===== src/hw/urc_pkg.sv =====
// package with register map, field positions and reset values of the uart channel
package urc_pkg;
    localparam logic [2:0] OFS_DATA = 3'h0;
    localparam logic [2:0] OFS_IEN = 3'h1;
    localparam logic [2:0] OFS_IID = 3'h2;
    localparam logic [2:0] OFS_LFMT = 3'h3;
    localparam logic [2:0] OFS_MCTL = 3'h4;
    localparam logic [2:0] OFS_LST = 3'h5;
    localparam logic [2:0] OFS_MST = 3'h6;
    localparam logic [2:0] OFS_SCR = 3'h7;
    localparam int LF_DIV_ACCESS = 7;
    localparam int LF_BREAK = 6;
    localparam int LF_STICK = 5;
    localparam int LF_EVEN = 4;
    localparam int LF_PAR_ON = 3;
    localparam int LF_STOP = 2;
    localparam int FC_ENABLE = 0;
    localparam int FC_RX_RST = 1;
    localparam int FC_TX_RST = 2;
    localparam int MC_LOOP = 4;
    localparam logic [7:0] IID_NONE = 8'h01;
    localparam logic [3:0] IID_LINE = 4'h6;
    localparam logic [3:0] IID_RXAV = 4'h4;
    localparam logic [3:0] IID_TXEM = 4'h2;
    localparam logic [3:0] IID_MODEM = 4'h0;
    localparam logic [7:0] LST_RESET = 8'h60;
    localparam logic [15:0] DIV_RESET = 16'h0001;
    localparam logic [3:0] OVS_LAST = 4'hF;
    localparam logic [3:0] OVS_MID = 4'h7;
    localparam int FIFO_DEPTH = 16;
    localparam logic [4:0] FIFO_FULL = 5'h10;
endpackage


===== src/hw/urc_channel.sv =====
// one uart channel: register file, transmitter, receiver and interrupt logic
// Notes on behaviour
// - line format bit 7 maps divisor at 0/1
// - offset 0 read returns receive buffer
// - offset 0 write loads transmit holding, unreadable
// - least significant bit goes first both ways
// - interrupt enable holds four enables, rest zero
// - ident bit0 low when pending, source, fifo bits
// - offset 2 write is fifo control
// - dma select bit has no effect
// - modem control fields, general outputs unpinned
// - fifo indications read zero without fifo mode
// - legacy mode: transmitter empty follows shift register
// - scratch byte absent in legacy mode
// - ident reads 01 after reset
// - line status interrupt outranks receive data
//
// Local design decision: strobed register access.
`timescale 1ns/1ps
module urc_channel
    import urc_pkg::*;
(
    // clock and reset
    input wire logic clk_in,
    input wire logic rst_in,
    // register port
    input wire logic [2:0] addr_in,
    input wire logic [7:0] wdata_in,
    input wire logic wr_in,
    input wire logic rd_in,
    output logic [7:0] rdata_out,
    // configuration
    input wire logic legacy_compat_in,
    // serial line and modem
    input wire logic rxd_in,
    output logic txd_out,
    output logic dtr_n_out,
    output logic rts_n_out,
    input wire logic cts_n_in,
    input wire logic dsr_n_in,
    input wire logic ri_n_in,
    input wire logic dcd_n_in,
    // interrupt
    output logic irq_out
);
    typedef enum logic [3:0] {
        TX_IDLE = 4'b0001,
        TX_START = 4'b0010,
        TX_DATA = 4'b0100,
        TX_STOP = 4'b1000
    } urc_tx_type;
    typedef enum logic [3:0] {
        RX_IDLE = 4'b0001,
        RX_START = 4'b0010,
        RX_DATA = 4'b0100,
        RX_STOP = 4'b1000
    } urc_rx_type;

    logic [7:0] line_format_r;
    logic [3:0] irq_enable_r;
    logic [4:0] modem_control_r;
    logic [7:0] scratch_byte_r;
    logic [15:0] divisor_r;
    logic fifo_on_r;
    logic [1:0] trig_sel_r;
    logic tick;
    logic divisor_access_select;
    logic rd_data, wr_data, rd_iid;

    logic [7:0] txq [FIFO_DEPTH];
    logic [3:0] txq_wp_r, txq_rp_r;
    logic [4:0] txq_cnt_r;
    logic [7:0] rxq [FIFO_DEPTH];
    logic [3:0] rxq_wp_r, rxq_rp_r;
    logic [4:0] rxq_cnt_r;

    urc_tx_type tx_st_r;
    logic [3:0] tx_ovs_r;
    logic [2:0] tx_bit_r;
    logic [7:0] tx_sh_r;
    logic tx_par_r, tx_stop2_r;
    urc_rx_type rx_st_r;
    logic [3:0] rx_ovs_r;
    logic [2:0] rx_bit_r;
    logic [7:0] rx_sh_r;
    logic rx_par_r, rx_done_r;
    logic [2:0] rx_err_r;
    logic [2:0] rx_sync_r;
    logic rx_line, tx_line;

    logic overrun_r, tx_holding_empty_irq_r;
    logic [2:0] err_lat_r;
    logic [3:0] mdelta_r;
    logic [3:0] mline_r;
    logic [3:0] mline_in;
    logic [3:0] iid_code;
    logic [7:0] line_state;

    function automatic logic [2:0] last_bit(input logic [1:0] wl);
        last_bit = 3'(4 + wl);
    endfunction

    function automatic logic [4:0] trig_level(input logic [1:0] sel);
        unique case (sel)
            2'b00: trig_level = 5'h01;
            2'b01: trig_level = 5'h04;
            2'b10: trig_level = 5'h08;
            2'b11: trig_level = 5'h0E;
        endcase
    endfunction

    assign divisor_access_select = line_format_r[LF_DIV_ACCESS];
    assign rd_data = rd_in && addr_in == OFS_DATA && !divisor_access_select;
    assign wr_data = wr_in && addr_in == OFS_DATA && !divisor_access_select;
    assign rd_iid = rd_in && addr_in == OFS_IID;

    urc_baud_gen u_baud (
        .clk_in(clk_in),
        .rst_in(rst_in),
        .divisor_in(divisor_r),
        .tick_out(tick)
    );

    // configuration registers
    always_ff @(posedge clk_in or posedge rst_in) begin
        if (rst_in) begin
            line_format_r <= 8'h00;
            irq_enable_r <= 4'h0;
            modem_control_r <= 5'h00;
            scratch_byte_r <= 8'h00;
            divisor_r <= DIV_RESET;
            fifo_on_r <= 1'b0;
            trig_sel_r <= 2'b00;
        end else if (wr_in) begin
            unique case (addr_in)
                OFS_DATA: if (divisor_access_select) divisor_r[7:0] <= wdata_in;
                OFS_IEN: begin
                    if (divisor_access_select) begin
                        divisor_r[15:8] <= wdata_in;
                    end else begin
                        irq_enable_r <= wdata_in[3:0];
                    end
                end
                OFS_IID: begin
                    fifo_on_r <= wdata_in[FC_ENABLE];
                    trig_sel_r <= wdata_in[7:6];
                end
                OFS_LFMT: line_format_r <= wdata_in;
                OFS_MCTL: modem_control_r <= wdata_in[4:0];
                OFS_SCR: if (!legacy_compat_in) scratch_byte_r <= wdata_in;
                default: ;
            endcase
        end
    end

    // transmit queue, one entry when fifo mode is off
    logic tx_take;
    logic txq_clr;
    assign txq_clr = wr_in && addr_in == OFS_IID && (wdata_in[FC_TX_RST] || wdata_in[FC_ENABLE] != fifo_on_r);
    always_ff @(posedge clk_in) begin
        if (wr_data && txq_cnt_r < (fifo_on_r ? FIFO_FULL : 5'h01)) begin
            txq[txq_wp_r] <= wdata_in;
        end
    end
    always_ff @(posedge clk_in or posedge rst_in) begin
        if (rst_in) begin
            txq_wp_r <= 4'h0;
            txq_rp_r <= 4'h0;
            txq_cnt_r <= 5'h00;
        end else if (txq_clr) begin
            txq_wp_r <= 4'h0;
            txq_rp_r <= 4'h0;
            txq_cnt_r <= 5'h00;
        end else begin
            if (wr_data && txq_cnt_r < (fifo_on_r ? FIFO_FULL : 5'h01)) begin
                txq_wp_r <= txq_wp_r + 4'h1;
            end
            if (tx_take) begin
                txq_rp_r <= txq_rp_r + 4'h1;
            end
            txq_cnt_r <= txq_cnt_r + 5'(wr_data && txq_cnt_r < (fifo_on_r ? FIFO_FULL : 5'h01)) - 5'(tx_take);
        end
    end

    // transmitter
    assign tx_take = tx_st_r == TX_IDLE && tick && txq_cnt_r != 5'h00;
    // internal serial level, also fed back in loopback while the pin stays marking
    assign tx_line = !line_format_r[LF_BREAK] && (tx_st_r == TX_START ? 1'b0 : (tx_st_r == TX_IDLE || tx_sh_r[0]));
    always_ff @(posedge clk_in or posedge rst_in) begin
        if (rst_in) begin
            tx_st_r <= TX_IDLE;
            tx_ovs_r <= 4'h0;
            tx_bit_r <= 3'h0;
            tx_sh_r <= 8'h00;
            tx_par_r <= 1'b0;
            tx_stop2_r <= 1'b0;
            txd_out <= 1'b1;
        end else begin
            txd_out <= tx_line || modem_control_r[MC_LOOP];
            if (tick) begin
                unique case (tx_st_r)
                    TX_IDLE: begin
                        if (tx_take) begin
                            tx_sh_r <= txq[txq_rp_r];
                            tx_st_r <= TX_START;
                            tx_ovs_r <= 4'h0;
                            tx_bit_r <= 3'h0;
                            tx_par_r <= 1'b0;
                            tx_stop2_r <= 1'b0;
                        end
                    end
                    TX_START: begin
                        tx_ovs_r <= tx_ovs_r + 4'h1;
                        if (tx_ovs_r == OVS_LAST) tx_st_r <= TX_DATA;
                    end
                    TX_DATA: begin
                        tx_ovs_r <= tx_ovs_r + 4'h1;
                        if (tx_ovs_r == OVS_LAST) begin
                            tx_par_r <= tx_par_r ^ tx_sh_r[0];
                            tx_sh_r <= {1'b1, tx_sh_r[7:1]};
                            tx_bit_r <= tx_bit_r + 3'h1;
                            if (tx_bit_r == last_bit(line_format_r[1:0])) begin
                                // bit0 of tx_bit_r marks a parity bit in flight
                                tx_sh_r <= {7'h7F, !line_format_r[LF_PAR_ON] || (line_format_r[LF_STICK] ?
                                    !line_format_r[LF_EVEN] : (tx_par_r ^ tx_sh_r[0] ^ !line_format_r[LF_EVEN]))};
                                tx_bit_r <= {2'b00, line_format_r[LF_PAR_ON]};
                                tx_stop2_r <= line_format_r[LF_STOP];
                                tx_st_r <= TX_STOP;
                            end
                        end
                    end
                    TX_STOP: begin
                        tx_ovs_r <= tx_ovs_r + 4'h1;
                        if (tx_ovs_r == OVS_LAST) begin
                            if (tx_bit_r[0]) begin
                                tx_bit_r <= 3'h0;
                                tx_sh_r <= 8'hFF;
                            end else if (tx_stop2_r) begin
                                tx_stop2_r <= 1'b0;
                            end else begin
                                tx_st_r <= TX_IDLE;
                            end
                        end
                    end
                    default: tx_st_r <= TX_IDLE;
                endcase
            end
        end
    end

    // receive line sampling with loopback
    always_ff @(posedge clk_in or posedge rst_in) begin
        if (rst_in) begin
            rx_sync_r <= 3'b111;
        end else begin
            rx_sync_r <= {rx_sync_r[1:0], modem_control_r[MC_LOOP] ? tx_line : rxd_in};
        end
    end
    assign rx_line = rx_sync_r[2];

    // receiver
    always_ff @(posedge clk_in or posedge rst_in) begin
        if (rst_in) begin
            rx_st_r <= RX_IDLE;
            rx_ovs_r <= 4'h0;
            rx_bit_r <= 3'h0;
            rx_sh_r <= 8'h00;
            rx_par_r <= 1'b0;
            rx_done_r <= 1'b0;
            rx_err_r <= 3'h0;
        end else begin
            rx_done_r <= 1'b0;
            if (tick) begin
                rx_ovs_r <= rx_ovs_r + 4'h1;
                unique case (rx_st_r)
                    RX_IDLE: begin
                        rx_ovs_r <= 4'h0;
                        if (!rx_line) rx_st_r <= RX_START;
                    end
                    RX_START: begin
                        if (rx_ovs_r == OVS_MID) begin
                            rx_ovs_r <= 4'h0;
                            rx_bit_r <= 3'h0;
                            rx_par_r <= 1'b0;
                            rx_sh_r <= 8'h00;
                            rx_st_r <= rx_line ? RX_IDLE : RX_DATA;
                        end
                    end
                    RX_DATA: begin
                        if (rx_ovs_r == OVS_LAST) begin
                            rx_sh_r[rx_bit_r] <= rx_line;
                            rx_par_r <= rx_par_r ^ rx_line;
                            rx_bit_r <= rx_bit_r + 3'h1;
                            if (rx_bit_r == last_bit(line_format_r[1:0])) rx_st_r <= RX_STOP;
                        end
                    end
                    RX_STOP: begin
                        if (rx_ovs_r == OVS_LAST) begin
                            if (line_format_r[LF_PAR_ON] && !rx_err_r[2]) begin
                                rx_err_r[0] <= line_format_r[LF_STICK] ? (rx_line == line_format_r[LF_EVEN]) :
                                    (rx_par_r ^ rx_line ^ !line_format_r[LF_EVEN]);
                                rx_err_r[2] <= 1'b1;
                            end else begin
                                rx_err_r[1] <= !rx_line;
                                rx_err_r[2] <= !rx_line && rx_sh_r == 8'h00;
                                rx_done_r <= 1'b1;
                                rx_st_r <= RX_IDLE;
                            end
                        end
                    end
                    default: rx_st_r <= RX_IDLE;
                endcase
                if (rx_st_r == RX_IDLE) rx_err_r <= 3'h0;
            end
        end
    end

    // receive queue of data bytes only; parity, framing and break flags latch in err_lat_r on push
    logic rxq_push, rxq_pop, rxq_clr;
    assign rxq_push = rx_done_r && rxq_cnt_r < (fifo_on_r ? FIFO_FULL : 5'h01);
    assign rxq_pop = rd_data && rxq_cnt_r != 5'h00;
    assign rxq_clr = wr_in && addr_in == OFS_IID && (wdata_in[FC_RX_RST] || wdata_in[FC_ENABLE] != fifo_on_r);
    always_ff @(posedge clk_in) begin
        if (rxq_push) begin
            rxq[rxq_wp_r] <= rx_sh_r;
        end
    end
    always_ff @(posedge clk_in or posedge rst_in) begin
        if (rst_in) begin
            rxq_wp_r <= 4'h0;
            rxq_rp_r <= 4'h0;
            rxq_cnt_r <= 5'h00;
        end else if (rxq_clr) begin
            rxq_wp_r <= 4'h0;
            rxq_rp_r <= 4'h0;
            rxq_cnt_r <= 5'h00;
        end else begin
            if (rxq_push) rxq_wp_r <= rxq_wp_r + 4'h1;
            if (rxq_pop) rxq_rp_r <= rxq_rp_r + 4'h1;
            rxq_cnt_r <= rxq_cnt_r + 5'(rxq_push) - 5'(rxq_pop);
        end
    end

    // sticky status: set wins over read clear
    assign mline_in = modem_control_r[MC_LOOP] ? {modem_control_r[3:2], modem_control_r[0], modem_control_r[1]} :
        {!dcd_n_in, !ri_n_in, !dsr_n_in, !cts_n_in};
    always_ff @(posedge clk_in or posedge rst_in) begin
        if (rst_in) begin
            overrun_r <= 1'b0;
            err_lat_r <= 3'h0;
            mdelta_r <= 4'h0;
            mline_r <= 4'h0;
            tx_holding_empty_irq_r <= 1'b0;
        end else begin
            mline_r <= mline_in;
            if (rx_done_r && !rxq_push) begin
                overrun_r <= 1'b1;
            end else if (rd_in && addr_in == OFS_LST) begin
                overrun_r <= 1'b0;
            end
            if (rxq_push) begin
                err_lat_r <= err_lat_r | rx_err_r;
            end else if (rd_in && addr_in == OFS_LST) begin
                err_lat_r <= 3'h0;
            end
            if (rd_in && addr_in == OFS_MST) begin
                mdelta_r <= {mline_r[3] ^ mline_in[3], mline_r[2] & !mline_in[2], mline_r[1] ^ mline_in[1], mline_r[0] ^ mline_in[0]};
            end else begin
                mdelta_r <= mdelta_r | {mline_r[3] ^ mline_in[3], mline_r[2] & !mline_in[2], mline_r[1] ^ mline_in[1], mline_r[0] ^ mline_in[0]};
            end
            if (tx_take && txq_cnt_r == 5'h01) begin
                tx_holding_empty_irq_r <= 1'b1;
            end else if (wr_data || rd_iid) begin
                tx_holding_empty_irq_r <= 1'b0;
            end
        end
    end

    // line state and interrupt priority
    always_comb begin
        line_state = {fifo_on_r && |err_lat_r,
                      legacy_compat_in ? tx_st_r == TX_IDLE : (tx_st_r == TX_IDLE && txq_cnt_r == 5'h00),
                      txq_cnt_r == 5'h00, err_lat_r[2], err_lat_r[1], err_lat_r[0], overrun_r, rxq_cnt_r != 5'h00};
        if (irq_enable_r[2] && |line_state[4:1]) begin
            iid_code = IID_LINE;
        end else if (irq_enable_r[0] && rxq_cnt_r >= (fifo_on_r ? trig_level(trig_sel_r) : 5'h01)) begin
            iid_code = IID_RXAV;
        end else if (irq_enable_r[1] && tx_holding_empty_irq_r) begin
            iid_code = IID_TXEM;
        end else if (irq_enable_r[3] && |mdelta_r) begin
            iid_code = IID_MODEM;
        end else begin
            iid_code = IID_NONE[3:0];
        end
    end

    // read data, modem pins and interrupt output
    always_ff @(posedge clk_in or posedge rst_in) begin
        if (rst_in) begin
            rdata_out <= 8'h00;
            irq_out <= 1'b0;
            dtr_n_out <= 1'b1;
            rts_n_out <= 1'b1;
        end else begin
            irq_out <= iid_code != IID_NONE[3:0];
            dtr_n_out <= !modem_control_r[0] || modem_control_r[MC_LOOP];
            rts_n_out <= !modem_control_r[1] || modem_control_r[MC_LOOP];
            rdata_out <= 8'h00;
            if (rd_in) begin
                unique case (addr_in)
                    OFS_DATA: rdata_out <= divisor_access_select ? divisor_r[7:0] : rxq[rxq_rp_r];
                    OFS_IEN: rdata_out <= divisor_access_select ? divisor_r[15:8] : {4'h0, irq_enable_r};
                    OFS_IID: rdata_out <= {{2{fifo_on_r}}, 2'b00, iid_code};
                    OFS_LFMT: rdata_out <= line_format_r;
                    OFS_MCTL: rdata_out <= {3'h0, modem_control_r};
                    OFS_LST: rdata_out <= line_state;
                    OFS_MST: rdata_out <= {mline_r, mdelta_r};
                    OFS_SCR: rdata_out <= legacy_compat_in ? 8'h00 : scratch_byte_r;
                    default: rdata_out <= 8'h00;
                endcase
            end
        end
    end
endmodule


===== src/hw/urc_baud_gen.sv =====
// baud generator producing one pulse per sixteenth of a bit
`timescale 1ns/1ps
module urc_baud_gen
    import urc_pkg::*;
(
    // clock and reset
    input wire logic clk_in,
    input wire logic rst_in,
    // divisor and tick
    input wire logic [15:0] divisor_in,
    output logic tick_out
);
    logic [15:0] count_r;

    always_ff @(posedge clk_in or posedge rst_in) begin
        if (rst_in) begin
            count_r <= 16'h0000;
            tick_out <= 1'b0;
        end else if (count_r + 16'h0001 >= divisor_in) begin
            count_r <= 16'h0000;
            tick_out <= 1'b1;
        end else begin
            count_r <= count_r + 16'h0001;
            tick_out <= 1'b0;
        end
    end
endmodule


===== config.mk =====
export PLATFORM = sky130hd
export DESIGN_NAME = urc_channel
export DESIGN_NICKNAME = d
export VERILOG_FILES = /design/src/hw/urc_pkg.sv /design/src/hw/urc_channel.sv /design/src/hw/urc_baud_gen.sv
export SDC_FILE = /design/constraint.sdc
export NUM_CORES = 1
export LEC_CHECK = 0
export BUFFER_PORTS_ARGS = -buffer_cell sky130_fd_sc_hd__buf_2
export CORE_ASPECT_RATIO = 2
export CORE_MARGIN = 10
export CORE_UTILIZATION = 29
export DETAILED_ROUTE_END_ITERATION = 16
export SYNTH_ARGS = -nofsm -noshare
export SYNTH_HDL_FRONTEND = slang
export SYNTH_SLANG_ARGS = --single-unit

===== constraint.sdc =====
create_clock -name clk_in -period 7.5 [get_ports clk_in]
set_input_delay 1.5 -clock clk_in [delete_from_list [all_inputs] [get_ports clk_in]]
set_output_delay 1.5 -clock clk_in [all_outputs]
set_load 0.05 [all_outputs]

==> results of run 1 <==
-- per-stage QoR --
| step | area, um2 | hold slack, ns | power [mW] | std cells | utilization, % |
|---|---|---|---|---|---|
| 4_1_cts | 21000 | 0.364 | 6.44 | 2163 | 32.9 |
| 2_1_floorplan | 18700 | 0.345 | 4.00 | 1306 | - |
| 6_report | 21000 | 0.358 | 6.36 | 2164 | 32.9 |
| 3_5_place_dp | 19700 | 0.349 | 4.43 | 2093 | 30.9 |
| 5_1_grt | 21000 | 0.368 | 6.70 | 2164 | 32.9 |
| 3_3_place_gp | 19700 | 0.350 | 4.40 | 2093 | 30.9 |
-- cells in the mapped netlist, drive strengths merged, types with 4 or more instances --
| master | instances | area (um2) |
|---|---|---|
| dfstp | 9 | 236 |
| a311oi | 4 | 35.0 |
| clkbuf | 27 | 103 |
| nand2 | 110 | 415 |
| and3 | 8 | 50.1 |
| buf | 32 | 161 |
| o22ai | 12 | 75.1 |
| nand4 | 10 | 62.6 |
| nand3 | 24 | 120 |
| edfxtp | 256 | 7690 |
| xor2 | 22 | 193 |
| a22o | 4 | 35.0 |
| nor4b | 7 | 95.1 |
| nor3 | 22 | 125 |
| a21oi | 33 | 165 |
| mux4 | 79 | 1780 |
| and2 | 22 | 138 |
| inv | 64 | 240 |
| o211ai | 5 | 37.5 |
| nor4 | 7 | 43.8 |
| nor2b | 15 | 93.8 |
| o41ai | 8 | 70.1 |
| ha | 53 | 663 |
| o21ai | 72 | 360 |
| a21o | 6 | 45.0 |
| a31oi | 11 | 68.8 |
| mux2 | 47 | 529 |
| a221oi | 4 | 35.0 |
| a22oi | 6 | 45.0 |
| nand3b | 6 | 45.0 |
| dfrtp | 151 | 3780 |
| xnor2 | 27 | 236 |
| or3 | 6 | 42.5 |
| a211oi | 9 | 67.6 |
| mux2i | 17 | 170 |
| nor2 | 77 | 292 |
| nand2b | 5 | 31.3 |
-- state kept, by name (all words and copies together) (netlist names), 5 cells and up --
register	cells
txq_cnt_r	5
scratch_byte_r	8
rdata_out	8
txq	128
rxq	128
tx_sh_r	8
line_format_r	8
u_baud.count_r	16
rxq_cnt_r	5
modem_control_r	5
rx_sh_r	8
divisor_r	16
-- cell type report --
| class | instances | area [um2] |
|---|---|---|
| clock buffer | 52 | 1090 |
| tap | 798 | 998 |
| timing repair buffer | 48 | 280 |
| sequential | 416 | 11700 |
| clock inverter | 18 | 183 |
| multi-input combinational | 766 | 6450 |
| antenna | 1 | 2.50 |
| inverter | 65 | 249 |
| fill | 6161 | 42800 |
-- where the power goes --
group	switching (mW)	total (mW)	internal, mW
Combinational	0.747	1.39	0.644
Sequential	0.329	2.98	2.65
Clock	0.854	1.99	1.13
Total	1.93	6.36	4.43
-- metal layers --
metal / GRT usage, % / vias up
li1: - / 4940
met5: 0 / -
met4: 5.28 / 8
met2: 24.0 / 206
met1: 12.5 / 5471
met3: 1.72 / 92
-- cell families (layout without fill, tap and decap cells) --
group                    count (synthesis)  after routing  share of synthesized area (%)
other                                    0              1                              0
AO/OA/AOI/OAI                          188            188                           6.32
flip-flops                             416            416                           62.7
AND/OR/NAND/NOR                        331            331                           8.87
buffers and inverters                  124            183                           2.72
adder cells (fa/ha/maj)                 55             55                           3.77
XOR/XNOR                                49             49                           2.30
multiplexers                           143            143                           13.3
-- worst reg2reg max path: cells and delay by family (launching register included) --
family / cells / cell delay, ns
AND/OR/NAND/NOR: 6 / 1.63
adder cells (fa/ha/maj): 1 / 0.31
flip-flops: 1 / 0.43
AO/OA/AOI/OAI: 2 / 1.11
XOR/XNOR: 1 / 0.20
-- worst paths after layout --
check                                  start            endpoint  slack, ns  depth (start not counted)
hold reg to reg                 rx_sync_r[0]        rx_sync_r[1]       0.36                          0
setup reg to reg           u_baud.count_r[2]     u_baud.tick_out       3.78                         10
setup / recovery                  addr_in[1]        txq_cnt_r[4]       3.30                         12
min in group asynchronous             rst_in         rx_ovs_r[0]       1.20                          2
max in group asynchronous             rst_in  u_baud.count_r[14]       4.99                          3
hold / removal                  rx_sync_r[0]        rx_sync_r[1]       0.36                          0
==> out/qor.yml, run 1 <==
placed_design:
  gp_congestion: 0.880
  dp_hpwl_um: 32400
  portBuffers: 32
  post-place-ws_ns: 2.72
logic_synthesis:
  ys_warn_count: 0
  syn_nets: 1382
  synth_area_um2: 18700
  synth_area_per_cell_um2: 14.3
  synth-edff-count: 256
  synthArstFlopShare_pct: 38.5
  syn_inst: 1306
  ys.flop_type: "edfxtp_1"
  seq_area_frac_synth_pct: 62.7
  synth_cell_type_count: 70
  synth_seq_cells: 416
drt:
  viasPerCell: 4.95
  dr.max_layer_used: "met5"
  met1_length_um: 16400
  wl_met2_um: 25800
  detail_route.iter0.violations: 630
  dr.pass1.iters: 5
  route.vias.total: 10717
  dr_wl_met3_um: 1420
  drc: 0
  drt-total-wl_um: 45500
  wl_per_cell_um: 21.0
  postRouteAntennaNets: 0
floorplan:
  ios: 33
  core_um2: 63800
  die_h_um: 379
  initial_core_util_pct: 29.3
  dieArea_um2: 75500
  rows: 131
  die_width_um: 199
power_and_ir_drop:
  power.leakage_nw: 7.55
  vdd_ir_drop_max_mv: 0.181
  p_per_area_nw_per_um2: 303
cts:
  root_buffer: "clkbuf_16"
  cts_buffer_depth: 3
  clkTransAtPathRegs_ns: 0.07
  cts_hold_buf: 0
  clk_latency_ns: 0.55
  cts_setup_buffers: 0
  cts_buffers: 39
  cts_tree: "done"
  cts_resized: 0
  clock-sinks: 416
  h-tree-depth: 2
setup_path:
  start_kind: "input port"
  cp_max_fo: 29
  crit_slowest_cell: "a2111oi_4"
  crit_arrival_ns: 4.66
  required_ns: 7.96
  end_kind: "flip-flop"
  worst-path-buf-inv: 3
  worstSetupPathType: "input port to flip-flop"
  critPathTopFamily: "simple AND/OR/NAND/NOR gates"
  critical-path-max-stage-delay_ns: 0.60
  critical_path.cell_chain: "buf_2, or3_1, a2111oi_4, inv_2, ha_1, inv_1, ha_1, fa_1, a21oi_1, nor2_1, or3_1, a21oi_1"
flow_run:
  drv_cap: 0
min_path:
  hp-class: "flip-flop to flip-flop"
global_routing:
  antenna_found_initial: 5
  track_usage_pct: 12.3
  overflow: 0
  grt_pass1_vias: 11464
  grt_first_pass_wirelength_um: 70400
  grt_max_degree: 110
timing:
  fin_ws_ns: 3.30
  worst_slew_pin_slew_ns: 1.29
  fmax_mhz: 238
  min_period_ns: 4.20
  final-max-slew-violation-count: 0
  clock_skew_ns: 0.0160
  rsz0062_at_grt: "false"
  hold_violations: 0
  setup_violations: 0
  tns_ns: 0
  period_share_pct: 56.0
  maxSlewHeadroom_pct: 13.6
status:
  run_status: "finished clean"
final_layout:
  layout_common_cells: "edfxtp_1 (256), dfrtp_1 (148), nand2_1 (109)"
  syn_to_final_growth_pct: 12.4
  final_common_cell: "edfxtp_1"
  nets: 1412
  drive_gt1_share_pct: 19.6
Power figures use the tool's default switching activity.
==> run 2, diff against run 1 <==
Settings changed: ABC_AREA set to 1.
Clock period 7.5 ns to 3.7 ns, I/O delays scaled along.
==> run 2 against run 1 <==
Against the previous run:
- setup slack worse by 2.7 ns
- critical path depth unchanged
- non-clock buffer count up 4
- sequential power up 97%
- via count up 31%
- flip-flop and latch count unchanged
- sequential share of layout area down 2.1 points
- wire length up 11%
- power up 120%
- critical endpoint is now rxq_cnt_r[4]
- largest power group unchanged
- highest routed layer is now met4
==> out/qor.yml, run 2 <==
status:
  run_status: "finished clean"
timing:
  clock_skew_ns: 0.0303
  final-max-slew-violation-count: 0
  worst_slew_pin_slew_ns: 0.974
  period_share_pct: 82.8
  maxSlewHeadroom_pct: 35.0
  setup_violations: 0
  hold_slack_ns: 0.215
  hold_violations: 0
  fmax_mhz: 327
  rsz0062_at_grt: "false"
  tns_ns: 0
  min_period_ns: 3.06
setup_path:
  end_kind: "flip-flop"
  rrSetupSlack_ns: 0.64
  critPathTopFamily: "adder cells"
  r2r-start: "line_format_r[7]"
  start_kind: "flip-flop"
  required_ns: 4.15
  cp_max_fo: 17
  worstSetupPathType: "flip-flop to flip-flop"
  ff2ff_path_depth: 12
  crit_slowest_cell: "dfrtp_1"
  critical-path-max-stage-delay_ns: 0.69
  worst-path-buf-inv: 3
  cp_common_cell: "inv_1"
  r2r_end: "rxq_cnt_r[4]"
  crit_start: "line_format_r[7]"
  crit_arrival_ns: 3.51
  critical_path.cell_chain: "inv_1, nand4_1, inv_1, ha_1, inv_1, ha_1, fa_1, nand2_1, a21oi_1, nor2_1, xor2_1, nor2_1"
logic_synthesis:
  synth_common_cells: "nand2_1 (399), edfxtp_1 (256), nor2_1 (256), nand3_1 (199), inv_1 (197)"
  syn_inst: 1999
  ys_warn_count: 0
  synthArstFlopShare_pct: 38.5
  yosysMostFrequentCell: "nand2_1"
  synth_cell_type_count: 48
  synth.largest_area_cell: "edfxtp_1"
  syn_nets: 2075
  synth_area_leaders: "edfxtp_1 (40%), dfrtp_1 (20%), nand2_1 (7.8%)"
  synth_area_um2: 19300
  ys.flop_type: "edfxtp_1"
  synth-edff-count: 256
  synth_area_per_cell_um2: 9.66
  synth_top_area_share_pct: 39.8
  synth_seq_cells: 416
  seq_area_frac_synth_pct: 60.6
floorplan:
  initial_core_util_pct: 29.3
  die_width_um: 202
  dieArea_um2: 77900
  ios: 33
  core_um2: 65900
  rows: 133
  die_h_um: 385
cts:
  cts_buffers: 37
  root_buffer: "clkbuf_16"
  clk_latency_ns: 0.58
  cts_setup_buffers: 0
  cts_buffer_depth: 3
  clock-sinks: 416
  cts_resized: 0
  clkTransAtPathRegs_ns: 0.08
  cts_tree: "done"
  cts_hold_buf: 0
  h-tree-depth: 2
drt:
  drc: 0
  dr.pass1.iters: 5
  route.vias.total: 14029
  postRouteAntennaNets: 0
  wl_per_cell_um: 17.3
  detail_route.iter0.violations: 1007
  drt-total-wl_um: 50700
  viasPerCell: 4.80
global_routing:
  grt_first_pass_wirelength_um: 78400
  grt_pass1_vias: 14088
  antenna_found_initial: 1
  overflow: 0
  grt_max_degree: 67
  track_usage_pct: 12.8
placed_design:
  portBuffers: 32
  dp_hpwl_um: 36700
  dp.cells: 2856
  gp_congestion: 0.930
final_layout:
  layout_common_cells: "nand2_1 (399), nor2_1 (256), edfxtp_1 (256)"
  largest_registers: "rxq x128, txq x128"
  antenna_cells: 0
  fin_cells: 2924
  nets: 2094
  syn_to_final_growth_pct: 12.8
  drive_gt1_share_pct: 9.09
  final_common_cell: "nand2_1"
power_and_ir_drop:
  p_per_area_nw_per_um2: 653
  switching_share_pct: 35.9
  p_comb_share_pct: 28.7
  vdd_ir_drop_max_mv: 0.431
  power.leakage_nw: 9.16
  pwr-share-seq_pct: 41.3
  switching_power_mw: 5.11
  p_clk_share_pct: 29.9
  p_int_mw: 9.11
min_path:
  hp-class: "input port to asynchronous set/reset pin"
flow_run:
  drv_cap: 0
## run 2: final cells by class
| type | count | area, um2 |
|---|---|---|
| clock buffer | 46 | 1050 |
| clock inverter | 22 | 318 |
| fill | 6769 | 44100 |
| inverter | 217 | 818 |
| multi-input combinational | 1294 | 6490 |
| sequential | 416 | 11700 |
| tap | 877 | 1100 |
| timing repair buffer | 52 | 323 |
## run 2: worst max-delay path by stage
stage | end | slack (ns) | cells after the start
detailed placement | txq_cnt_r[4] | 0.53 | 16
global placement | txq_cnt_r[4] | 0.48 | 16
finish | rxq_cnt_r[4] | 0.64 | 12
global route | u_baud.count_r[3] | 0.12 | 18
floorplan | txq_cnt_r[4] | 0.83 | 16
CTS | u_baud.count_r[3] | 0.60 | 18
## run 2: routing by layer
| layer | GRT usage, % | part of all wire, % |
|---|---|---|
| met4 | 7.65 | 5.7 |
| met2 | 24.8 | 55 |
| met3 | 1.45 | 4.1 |
| met1 | 12.6 | 35 |
| met5 | 0 | 0 |
## run 2: power groups by stage
stage	clock, mW	combinational [mW]	sequential (mW)
global placement	0	3.99	5.95
finish	4.26	4.09	5.88
detailed placement	0	4.09	5.97
global route	4.51	4.59	5.94
CTS	4.36	4.11	5.87
floorplan	0	2.94	5.84
## run 2: through the flow
stage	total power [mW]	utilization (%)	setup WS, ns	area [um2]
CTS	14.3	33.1	0.600	21800
finish	14.2	33.1	0.638	21800
detailed placement	10.1	31.0	0.528	20400
floorplan	8.78	-	0.828	19300
global route	15.0	33.1	0.116	21800
global placement	9.94	31.0	0.483	20400
## run 2: cells by family after synthesis
| group | count (synthesis) | synth area share (%) |
|---|---|---|
| buffers and inverters | 289 | 5.82 |
| AO/OA/AOI/OAI | 285 | 8.14 |
| XOR/XNOR | 26 | 1.18 |
| AND/OR/NAND/NOR | 928 | 20.6 |
| adder cells (fa/ha/maj) | 55 | 3.64 |
| flip-flops | 416 | 60.6 |
==> run 3, diff against run 2 <==
Clock period 3.7 ns to 2.6 ns, I/O delays scaled along.
==> run 3 against run 2 <==
Against the previous run:
- the flow now finishes with violations (setup timing)
- setup slack got worse by 0.67 ns
- combinational power increased by 60%
- highest routed layer unchanged
- final cell count increased by 2.6%
- first-iteration DRC count decreased by 15%
- fmax increased by 16%
- flip-flop and latch count unchanged
- critical path type unchanged
- core utilization increased by 1.1 points
- largest power group unchanged
- wire length increased by 4.0%
- clock power increased by 30%
- global-route usage increased by 0.52 points
- sequential share of layout area decreased by 1.7 points
==> out/qor.yml, run 3 (synthesized netlist as in run 2, its figures left out) <==
cts:
  clk_latency_ns: 0.58
  cts_hold_buf: 0
  clock-sinks: 416
  h-tree-depth: 2
  cts_buffers: 37
  cts_tree: "done"
  cts_buffer_depth: 3
  root_buffer: "clkbuf_16"
  clkTransAtPathRegs_ns: 0.07
floorplan:
  initial_core_util_pct: 29.3
  rows: 133
  die_width_um: 202
  core_um2: 65900
  dieArea_um2: 77900
  die_h_um: 385
  ios: 33
drt:
  detail_route.iter0.violations: 859
  drc: 0
  viasPerCell: 4.73
  route.vias.total: 14183
  drt-total-wl_um: 52800
  postRouteAntennaNets: 0
  wl_per_cell_um: 17.6
  dr.pass1.iters: 5
final_layout:
  final_area_um2: 22500
  drive_gt1_share_pct: 14.4
  final_util_pct: 34.2
  final_common_cell: "nand2_1"
  syn_to_final_growth_pct: 16.6
  largest_registers: "rxq x128, txq x128"
  fin_cells: 3000
  layout_common_cells: "nand2_1 (392), edfxtp_1 (256), nor2_1 (234)"
  nets: 2169
setup_path:
  critical-path-max-stage-delay_ns: 0.35
  crit_arrival_ns: 3.10
  critical_path.cell_chain: "ha_2, nand2_2, nor2_2, nand2_1, nor2_2, nand2_2, nor2_4, nand2_1, nand2_2, inv_2, ha_4, nand2_4, inv_2, nand3_2, nor3_2, nand3_1, nand3_4, clkbuf_16, nor2_2"
  worst-path-buf-inv: 3
  ff2ff_path_depth: 19
  rrSetupSlack_ns: -0.03
  worstSetupPathType: "flip-flop to flip-flop"
  critPathTopFamily: "simple AND/OR/NAND/NOR gates"
  cp_max_fo: 8
  r2r-start: "u_baud.count_r[0]"
  required_ns: 3.07
  start_kind: "flip-flop"
  end_kind: "flip-flop"
  r2r_end: "u_baud.count_r[11]"
  crit_slowest_cell: "dfrtp_1"
  path_depth: 19
status:
  violations: "setup timing"
  run_status: "finished, violations left"
global_routing:
  grt_first_pass_wirelength_um: 80600
  antenna_found_initial: 0
  track_usage_pct: 13.3
  overflow: 0
  grt_pass1_vias: 14427
  grt_max_degree: 83
placed_design:
  portBuffers: 32
  gp_congestion: 0.935
  dp.cells: 2928
  post-place-ws_ns: -0.151
  dp_hpwl_um: 39100
  placed_area_um2: 21100
timing:
  min_period_ns: 2.63
  fin_ws_ns: -0.0294
  setup_violations: 16
  rsz0062_at_grt: "true"
  hold_slack_ns: 0.0460
  fmax_mhz: 380
  maxSlewHeadroom_pct: 42.1
  hold_violations: 0
  period_share_pct: 101
  final-max-slew-violation-count: 0
  worst_slew_pin_slew_ns: 0.868
  clock_skew_ns: 0.0479
power_and_ir_drop:
  power.leakage_nw: 9.53
  vdd_ir_drop_max_mv: 0.661
  p_per_area_nw_per_um2: 907
min_path:
  hp-class: "input port to asynchronous set/reset pin"
flow_run:
  drv_cap: 0
[run 3: changes by cell type in the layout (fill, tap and decap cells not counted), sizes merged]
cell / change
buf: +74
clkinv: +6
clkinvlp: -3
bufinv: -3
inv: +1
diode: +1
[run 3: metrics by stage]
| step | power, mW | setup TNS (ns) |
|---|---|---|
| after floorplan | 12.5 | 0 |
| after global placement | 14.7 | -0.659 |
| after detailed placement | 14.8 | -2.04 |
| after CTS | 20.4 | 0 |
| after global routing | 21.7 | -3.35 |
| final | 20.4 | -0.328 |
[run 3: layout make-up]
cell class	count	area, um2
antenna	1	2.50
multi-input combinational	1294	6690
timing repair buffer	127	1010
sequential	416	11700
clock buffer	45	971
clock inverter	23	235
fill	6701	43400
inverter	217	818
tap	877	1100
[run 3: worst max path at each step]
stage / from / slack [ns] / to
3_3_place_gp: addr_in[0] / -0.20 / txq_cnt_r[4]
4_1_cts: u_baud.count_r[0] / 0.0007 / u_baud.count_r[14]
2_1_floorplan: addr_in[1] / 0.005 / txq_cnt_r[4]
3_5_place_dp: addr_in[0] / -0.15 / txq_cnt_r[4]
6_report: u_baud.count_r[0] / -0.03 / u_baud.count_r[11]
5_1_grt: u_baud.count_r[0] / -0.20 / u_baud.count_r[11]
[run 3: routing by layer]
metal	track usage [%]	share of wire, %
met5	0	0
met2	25.8	56
met3	1.62	3.1
met4	10.2	7.8
met1	12.2	34
[run 3: power breakdown]
group / switching (mW) / total (mW) / internal [mW]
sequential: 0.653 / 8.35 / 7.70
combinational: 4.33 / 6.53 / 2.20
clock: 2.61 / 5.55 / 2.93
[run 3: repair_timing]
| action | in CTS | in global routing |
|---|---|---|
| endpoints found under the setup margin | 16 | 19 |
| cloned | 0 | 1 |
| gates resized for setup | 4 | 53 |
| setup buffers | 1 | 1 |
| pin swaps | 2 | 12 |
